===== src/inc/watched_pin_params.svh =====
// Purpose: offsets, field positions, reset values of the pin change interrupt unit
// Assumes: avalon-mm byte addresses, one register per 32-bit word
// Notes:   printed offsets are not all multiples of four, so they are word indices
`ifndef WATCHED_PIN_PARAMS_SVH
`define WATCHED_PIN_PARAMS_SVH
`define IDX_GROUP_ENABLE   8'h68
`define IDX_GROUP0_MASK    8'h6b
`define IDX_GROUP1_MASK    8'h6c
`define IDX_GROUP2_MASK    8'h6d
`define IDX_GROUP_FLAGS    8'h6e
`define IDX_CPU_CTRL       8'h6f
`define IDX_IRQ_MASK       8'h70
`define GROUP_FIELD_W      3
`define GROUP1_MASK_BITS   8'h7f
`define RESET_BYTE         8'h00
`define GLOBAL_EN_BIT      0
`endif


===== src/inc/watched_pin_pkg.sv =====
// Purpose: shared types of the pin change interrupt unit
// Assumes: three pin groups
// Notes:   constants live in watched_pin_params.svh
package watched_pin_pkg;
    typedef logic [7:0]  byte_t;
    typedef logic [2:0]  group_t;
    typedef logic [23:0] pins_t;
    typedef enum logic [1:0] {
        BUS_IDLE = 2'b00,
        BUS_ACK  = 2'b01
    } bus_state_e;
endpackage


===== src/inc/pin_group_if.sv =====
// Purpose: carries watched pin change events between detector and top
// Assumes: one clock
// Notes:   events are one-cycle pulses per group
`timescale 1ns/100ps
interface pin_group_if;
    import watched_pin_pkg::*;
    pins_t  pin_mask;
    group_t group_event;
    modport det (input pin_mask, output group_event);
    modport top (output pin_mask, input group_event);
endinterface


===== src/rtl/group_vector_arb.sv =====
// Purpose: picks the vector to request from pending enabled groups
// Assumes: lower group number has priority
// Notes:   combinational helper, outputs registered in top
`timescale 1ns/100ps
module group_vector_arb (
    input  wire watched_pin_pkg::group_t pending,
    output logic [1:0]             vec_num,
    output logic                   vec_valid
);
    import watched_pin_pkg::*;
    assign vec_valid = |pending;
    assign vec_num   = pending[0] ? 2'h0 : (pending[1] ? 2'h1 : (pending[2] ? 2'h2 : 2'h0));
endmodule


===== src/rtl/pin_change_detect.sv =====
// Purpose: synchronise pins and flag changes on masked pins per group
// Assumes: pins asynchronous to sys_clk are treated as level inputs
// Notes:   two-flop synchroniser then a compare stage
`timescale 1ns/100ps
module pin_change_detect (
    input  wire logic          sys_clk,
    input  wire logic          sys_rst,
    input  wire watched_pin_pkg::pins_t watched_pin,
    pin_group_if.det           grp
);
    import watched_pin_pkg::*;
    pins_t sync1_ff;
    pins_t sync2_ff;
    pins_t prev_ff;
    group_t evt_ff;
    wire pins_t changed = (sync2_ff ^ prev_ff) & grp.pin_mask;
    wire group_t nxt_evt = {|changed[23:16], |changed[14:8], |changed[7:0]};
    always_ff @(posedge sys_clk or posedge sys_rst) begin
        if (sys_rst) begin
            sync1_ff <= '0;
            sync2_ff <= '0;
            prev_ff  <= '0;
            evt_ff   <= '0;
        end else begin
            sync1_ff <= watched_pin;
            sync2_ff <= sync1_ff;
            prev_ff  <= sync2_ff;
            evt_ff   <= nxt_evt;
        end
    end
    assign grp.group_event = evt_ff;
endmodule


===== src/rtl/pin_change_irq.sv =====
// Purpose: pin change interrupt unit with avalon-mm register slave
// Assumes: pins synchronous by two flops inside; cpu acknowledges vector entry
// Notes:   irq is a level; vec_req reflects flag, group enable and global enable
// Behaviour
// - bits 7:3 of group enable and group flag registers read as zero.
// - group 2 enabled with global enable requests vector 2 on a masked pin 23:16 change.
// - group 1 enabled with global enable requests vector 1 on a masked pin 14:8 change.
// - group 0 enabled with global enable requests vector 0 on a masked pin 7:0 change.
// - a masked change sets the group flag bit 2, 1 or 0 for its pin group.
// - a set flag requests its vector only while global and group enables are set.
// - entering a group's service routine clears that group's flag.
// - writing one to a flag bit clears it, writing zero leaves it.
// - each group 2 mask bit enables change detection on its pin.
// - group 1 mask uses bits 6:0 for pins 14:8 and bit 7 reads zero.
// - each group 0 mask bit enables change detection on its pin.
`timescale 1ns/100ps
`include "watched_pin_params.svh"
module pin_change_irq (
    input  wire logic               sys_clk,
    input  wire logic               sys_rst,
    input  wire logic [9:0]         avs_address,
    input  wire logic               avs_read,
    input  wire logic               avs_write,
    input  wire logic [31:0]        avs_writedata,
    input  wire logic [3:0]         avs_byteenable,
    output logic [31:0]             avs_readdata,
    output logic                    avs_waitrequest,
    input  wire watched_pin_pkg::pins_t   watched_pin,
    input  wire watched_pin_pkg::group_t  vector_ack,
    output watched_pin_pkg::group_t       vector_req,
    output logic [1:0]              vector_num,
    output logic                    irq
);
    import watched_pin_pkg::*;

    pin_group_if grp ();

    byte_t      group_enable_reg_ff;
    byte_t      group_flag_reg_ff;
    byte_t      group0_mask_reg_ff;
    byte_t      group1_mask_reg_ff;
    byte_t      group2_mask_reg_ff;
    byte_t      irq_mask_ff;
    logic       global_en_ff;
    bus_state_e bus_ff;
    logic       wait_req_ff;
    logic [31:0] rdata_ff;
    group_t     vreq_ff;
    logic [1:0] vnum_ff;
    logic       irq_ff;

    // word index from byte address; avalon words are 4 bytes
    wire logic [7:0] idx      = avs_address[9:2];
    // writes land at the edge that ends the answer cycle, the one the master samples
    wire logic       ack_cyc  = (bus_ff == BUS_ACK);
    wire logic       wr_lane0 = ack_cyc & avs_write & avs_byteenable[0];
    wire byte_t      wbyte    = avs_writedata[7:0];

    wire logic hit_en   = (idx == `IDX_GROUP_ENABLE);
    wire logic hit_m0   = (idx == `IDX_GROUP0_MASK);
    wire logic hit_m1   = (idx == `IDX_GROUP1_MASK);
    wire logic hit_m2   = (idx == `IDX_GROUP2_MASK);
    wire logic hit_flag = (idx == `IDX_GROUP_FLAGS);
    wire logic hit_cpu  = (idx == `IDX_CPU_CTRL);
    wire logic hit_im   = (idx == `IDX_IRQ_MASK);

    // masks gated by group enables feed the detector
    assign grp.pin_mask = {group2_mask_reg_ff & {8{group_enable_reg_ff[2]}},
                           1'b0,
                           group1_mask_reg_ff[6:0] & {7{group_enable_reg_ff[1]}},
                           group0_mask_reg_ff & {8{group_enable_reg_ff[0]}}};

    pin_change_detect u_detect (
        .sys_clk     (sys_clk),
        .sys_rst     (sys_rst),
        .watched_pin (watched_pin),
        .grp         (grp.det)
    );

    // set wins over both software and vector-entry clears
    wire group_t sw_clr  = (wr_lane0 & hit_flag) ? wbyte[2:0] : 3'h0;
    wire group_t clr_all = sw_clr | vector_ack;
    wire group_t nxt_flags = (group_flag_reg_ff[2:0] & ~clr_all) | grp.group_event;

    // a flag only requests a vector with both enables set
    wire group_t pending = group_flag_reg_ff[2:0] & group_enable_reg_ff[2:0]
                           & {3{global_en_ff}};
    wire logic [1:0] arb_num;
    wire logic       arb_valid;

    group_vector_arb u_arb (
        .pending   (pending),
        .vec_num   (arb_num),
        .vec_valid (arb_valid)
    );

    wire logic nxt_irq = |(group_flag_reg_ff[2:0] & irq_mask_ff[2:0]);

    wire logic [31:0] rd_mux =
        hit_en   ? {24'h0, 5'h0, group_enable_reg_ff[2:0]} :
        hit_flag ? {24'h0, 5'h0, group_flag_reg_ff[2:0]} :
        hit_m0   ? {24'h0, group0_mask_reg_ff} :
        hit_m1   ? {24'h0, group1_mask_reg_ff & `GROUP1_MASK_BITS} :
        hit_m2   ? {24'h0, group2_mask_reg_ff} :
        hit_cpu  ? {31'h0, global_en_ff} :
        hit_im   ? {29'h0, irq_mask_ff[2:0]} :
                   32'h0;

    always_ff @(posedge sys_clk or posedge sys_rst) begin
        if (sys_rst) begin
            group_enable_reg_ff <= `RESET_BYTE;
            group0_mask_reg_ff  <= `RESET_BYTE;
            group1_mask_reg_ff  <= `RESET_BYTE;
            group2_mask_reg_ff  <= `RESET_BYTE;
            irq_mask_ff         <= `RESET_BYTE;
            global_en_ff        <= 1'b0;
        end else if (wr_lane0) begin
            if (hit_en) begin
                group_enable_reg_ff <= {5'h0, wbyte[2:0]};
            end else if (hit_m0) begin
                group0_mask_reg_ff <= wbyte;
            end else if (hit_m1) begin
                group1_mask_reg_ff <= wbyte & `GROUP1_MASK_BITS;
            end else if (hit_m2) begin
                group2_mask_reg_ff <= wbyte;
            end else if (hit_cpu) begin
                global_en_ff <= wbyte[`GLOBAL_EN_BIT];
            end else if (hit_im) begin
                irq_mask_ff <= {5'h0, wbyte[2:0]};
            end
        end
    end

    always_ff @(posedge sys_clk or posedge sys_rst) begin
        if (sys_rst) begin
            group_flag_reg_ff <= `RESET_BYTE;
        end else begin
            group_flag_reg_ff <= {5'h0, nxt_flags};
        end
    end

    // one wait cycle: request taken in idle, answer in ack state
    always_ff @(posedge sys_clk or posedge sys_rst) begin
        if (sys_rst) begin
            bus_ff      <= BUS_IDLE;
            wait_req_ff <= 1'b1;
            rdata_ff    <= 32'h0;
        end else begin
            case (bus_ff)
                BUS_IDLE: begin
                    if (avs_read | avs_write) begin
                        bus_ff      <= BUS_ACK;
                        wait_req_ff <= 1'b0;
                        rdata_ff    <= avs_read ? rd_mux : 32'h0;
                    end
                end
                BUS_ACK: begin
                    bus_ff      <= BUS_IDLE;
                    wait_req_ff <= 1'b1;
                end
                default: begin
                    bus_ff      <= BUS_IDLE;
                    wait_req_ff <= 1'b1;
                end
            endcase
        end
    end

    always_ff @(posedge sys_clk or posedge sys_rst) begin
        if (sys_rst) begin
            vreq_ff <= 3'h0;
            vnum_ff <= 2'h0;
            irq_ff  <= 1'b0;
        end else begin
            vreq_ff <= pending & ~vector_ack;
            vnum_ff <= arb_valid ? arb_num : vnum_ff;
            irq_ff  <= nxt_irq;
        end
    end

    assign avs_readdata    = rdata_ff;
    assign avs_waitrequest = wait_req_ff;
    assign vector_req      = vreq_ff;
    assign vector_num      = vnum_ff;
    assign irq             = irq_ff;
endmodule


===== config.mk =====
export PLATFORM = sky130hd
export DESIGN_NAME = pin_change_irq
export DESIGN_NICKNAME = d
export VERILOG_FILES = /design/src/inc/watched_pin_pkg.sv /design/src/inc/pin_group_if.sv /design/src/rtl/group_vector_arb.sv /design/src/rtl/pin_change_detect.sv /design/src/rtl/pin_change_irq.sv
export VERILOG_INCLUDE_DIRS = /design/src /design/src/inc
export SDC_FILE = /design/constraint.sdc
export NUM_CORES = 1
export LEC_CHECK = 0
export CORE_MARGIN = 5
export CORE_UTILIZATION = 59
export CTS_BUF_LIST = sky130_fd_sc_hd__clkbuf_8
export CTS_CLUSTER_SIZE = 10
export DETAILED_ROUTE_END_ITERATION = 10
export DONT_BUFFER_PORTS = 1
export GPL_ROUTABILITY_DRIVEN = 1
export MAX_ROUTING_LAYER = met4
export PLACE_DENSITY_LB_ADDON = 0.25
export RECOVER_POWER = 100
export SYNTH_ARGS = -nofsm -noshare
export SYNTH_HDL_FRONTEND = slang
export SYNTH_SLANG_ARGS = --single-unit

===== constraint.sdc =====
create_clock -name sys_clk -period 3.9 [get_ports sys_clk]
set_clock_uncertainty 0.2 [all_clocks]
set_input_delay 0.585 -clock sys_clk [delete_from_list [all_inputs] [get_ports sys_clk]]
set_output_delay 0.585 -clock sys_clk [all_outputs]
set_load 0.03 [all_outputs]

==> results.cfg <==
[status]
status = finished, violations left
violations = capacitance limit, slew limit

[timing]
finalCritPeriodShare_pct = 53.4
final-setup-viol-count = 0
hold_viol_final = 0
tns_ps = 0
relSlewSlack_pct = -27.3
hold_slack_ps = 23.3
min_period_ps = 2080
tightest_slew_ps = 1900
fmax_mhz = 480
drv_slew = 45
rsz0062_at_grt = no

[synthesis]
ys_ff_latch = 121
ys_async_sr_fraction_pct = 100
yosysMostFrequentCell = dfrtp_1
ys_warn_count = 0
synth.top_cells.by_count = dfrtp_1, mux2_2, buf_4
yosys.area.top_type = dfrtp_1
synth_area_leaders = dfrtp_1, mux2_2, xor2_1
ys_seq_area_share_pct = 64.8
synthSimpleGateAreaFrac_pct = 8.86
synth_mux_area_share_pct = 7.23
synth-edff-count = 0
synth_cell_type_count = 50
synth_top_family_by_area = simple AND/OR/NAND/NOR gates
synth_top_cell_area_share_pct = 64.2
synth_compound_area_share_pct = 8.83
avgSynthCellArea_um2 = 13.5
yosys.area_share.adder_pct = 0
syn_inst = 347
synth_xor_area_share_pct = 4.31
synth_ff_type = dfrtp_1
netlist_area_um2 = 4680

[die]
die_area_um2 = 9800
die_y_um = 99.0
pin_count = 116
row_count = 32
core_area_um2 = 7730
die_x_um = 99.0
initial_core_util_pct = 60.5

[placement]
placed_cells = 443
gp_congestion = 0.907
portBuffers = 0
dpl.hpwl_mm = 6.63

[critical_path]
path_buf_inv = 2
cp.arrival_ps = 2350
startpoint_type = input pin
path_cells = clkinvlp_2 > clkbuf_1
cpPeakStageDelay_ps = 1070
critical_path.max_fanout = 45
path_class = in2async
cp.required_ps = 4170
crit_path_end_kind = asynchronous set/reset pin
crit_family = buffers and inverters
cp_slowest_cell = clkinvlp_2

[global_routing]
grt_pass1_wl_mm = 15.4
grt_pass1_vias = 2896
antenna_found_initial = 0
grt_max_degree = 64
gr-usage-all-layers_pct = 21.6
gr-total-overflow = 0

[power_and_ir_drop]
ir_worst_vdd_uv = 412
power.density_nw_per_um2 = 487
p_leak_nw = 2.43

[cells_and_area]
layout-drive-gt1-share_pct = 18.4
num_antenna_cells = 0
nets = 460
fin_cells = 498
area_growth_pct = 13.2

[detailed_routing]
post_drt_via_cell_ratio = 5.52
postRouteWirelength_mm = 9.43
first_pass_iters = 4
ant_nets = 0
vias = 2751
drt_drc_violations_left = 0
wl_per_cell_um = 18.9
drtIter0Drc = 191

[clock_tree]
numCtsBuffers = 17
cts_tree = built
path_clk_slew_ps = 70
insertion_delay_ps = 430
cts_setup_buffers = 0
root_buffer = clkbuf_8
cts_max_path_buffers = 2
cts_num_sinks = 121
htreeDepth = 4

[run]
maxCapViolCount = 1

[hold_path]
hold_class = in2reg
layer usage:
metal  wire length (um)  part of all wire [%]  vias up  track usage, %
li1                   -                     -     1242               -
met1               3740                    40     1392            26.2
met2               4760                    50      104            33.8
met3                797                   8.5       13            8.00
met4                129                   1.4        0            6.51
met5                  0                     0        -               -
layout by cell type, fill, tap and decap left out, drive strengths merged, types with 2 or more instances in the layout:
master / instances
a22oi: 12
mux2: 30
and3b: 2
a31o: 3
clkbuf: 18
bufinv: 2
nor2b: 4
conb: 24
nand4: 3
dlygate4sd3: 23
clkinv: 4
nand3: 11
a32o: 3
inv: 17
o31ai: 4
dfrtp: 120
clkinvlp: 3
o21ai: 6
a211o: 2
nand3b: 2
a211oi: 3
a222oi: 2
a41oi: 2
and4: 4
nor2: 21
xor2: 23
nand2: 20
a21oi: 12
cell type report:
| cell class | count | area, um^2 |
|---|---|---|
| Sequential cell | 121 | 3030 |
| Fill cell | 553 | 2440 |
| Multi-Input combinational cell | 207 | 1440 |
| Timing Repair Buffer | 25 | 254 |
| Clock buffer | 17 | 234 |
| Clock inverter | 15 | 168 |
| Tap cell | 102 | 128 |
| Inverter | 11 | 42.5 |
through the flow:
step | util [%] | total power, mW | cell area, um^2 | setup WS (ps)
4_1_cts | 68.8 | 2.60 | 5320 | 2020
3_3_place_gp | 60.6 | 1.46 | 4690 | 1660
5_1_grt | 68.5 | 2.68 | 5290 | 1350
6_report | 68.5 | 2.57 | 5290 | 1820
3_5_place_dp | 60.6 | 1.47 | 4690 | 1660
2_1_floorplan | - | 1.46 | 4770 | 1630
sequential cells by signal, summed over array words and instances (netlist names):
register,count
u_detect.prev_ff,23
avs_readdata,8
u_detect.sync2_ff,23
u_detect.grp.group_event,3
group_enable_reg_ff,3
avs_waitrequest,1
vector_req,3
u_detect.sync1_ff,23
group1_mask_reg_ff,7
irq,1
group0_mask_reg_ff,8
group2_mask_reg_ff,8
group_flag_reg_ff,3
bus_ff,1
vector_num,2
irq_mask_ff,3
global_en_ff,1
worst paths after layout:
check / startpoint / endpoint / slack, ps / cells past startpoint
min in group asynchronous: sys_rst / u_detect.sync1_ff[10] / 310 / 1
max in group sys_clk: bus_ff[0] / group0_mask_reg_ff[3] / 1840 / 3
worst min register to register: u_detect.sync1_ff[6] / u_detect.sync2_ff[6] / 150 / 0
worst max register to register: bus_ff[0] / group0_mask_reg_ff[3] / 1840 / 3
worst max-delay path: sys_rst / irq_mask_ff[1] / 1820 / 2
worst min-delay path: vector_ack[0] / vector_req[0] / 20 / 1
cell families (layout without fill, tap and decap cells):
group / count (synthesis) / in the layout
compound gates: 56 / 56
buf+inv: 42 / 68
flops: 121 / 121
other cells: 1 / 24
simple gates: 74 / 74
mux: 30 / 30
xor+xnor: 23 / 23
repair_timing:
action | in CTS | in global routing
hold buffers | 23 | 0
gates resized for setup | 0 | 0
setup endpoints to repair | 0 | 0
hold endpoints to repair | 23 | 0
where the power goes:
part           switching [mW]  internal, mW  leakage, nW  total (mW)
Combinational          0.0870        0.0427        0.705       0.130
Sequential             0.0283          1.30         1.52        1.33
Clock                   0.536         0.582        0.203        1.12
Total                   0.651          1.92         2.43        2.57
Note: power is estimated with default switching activity, not from simulation.
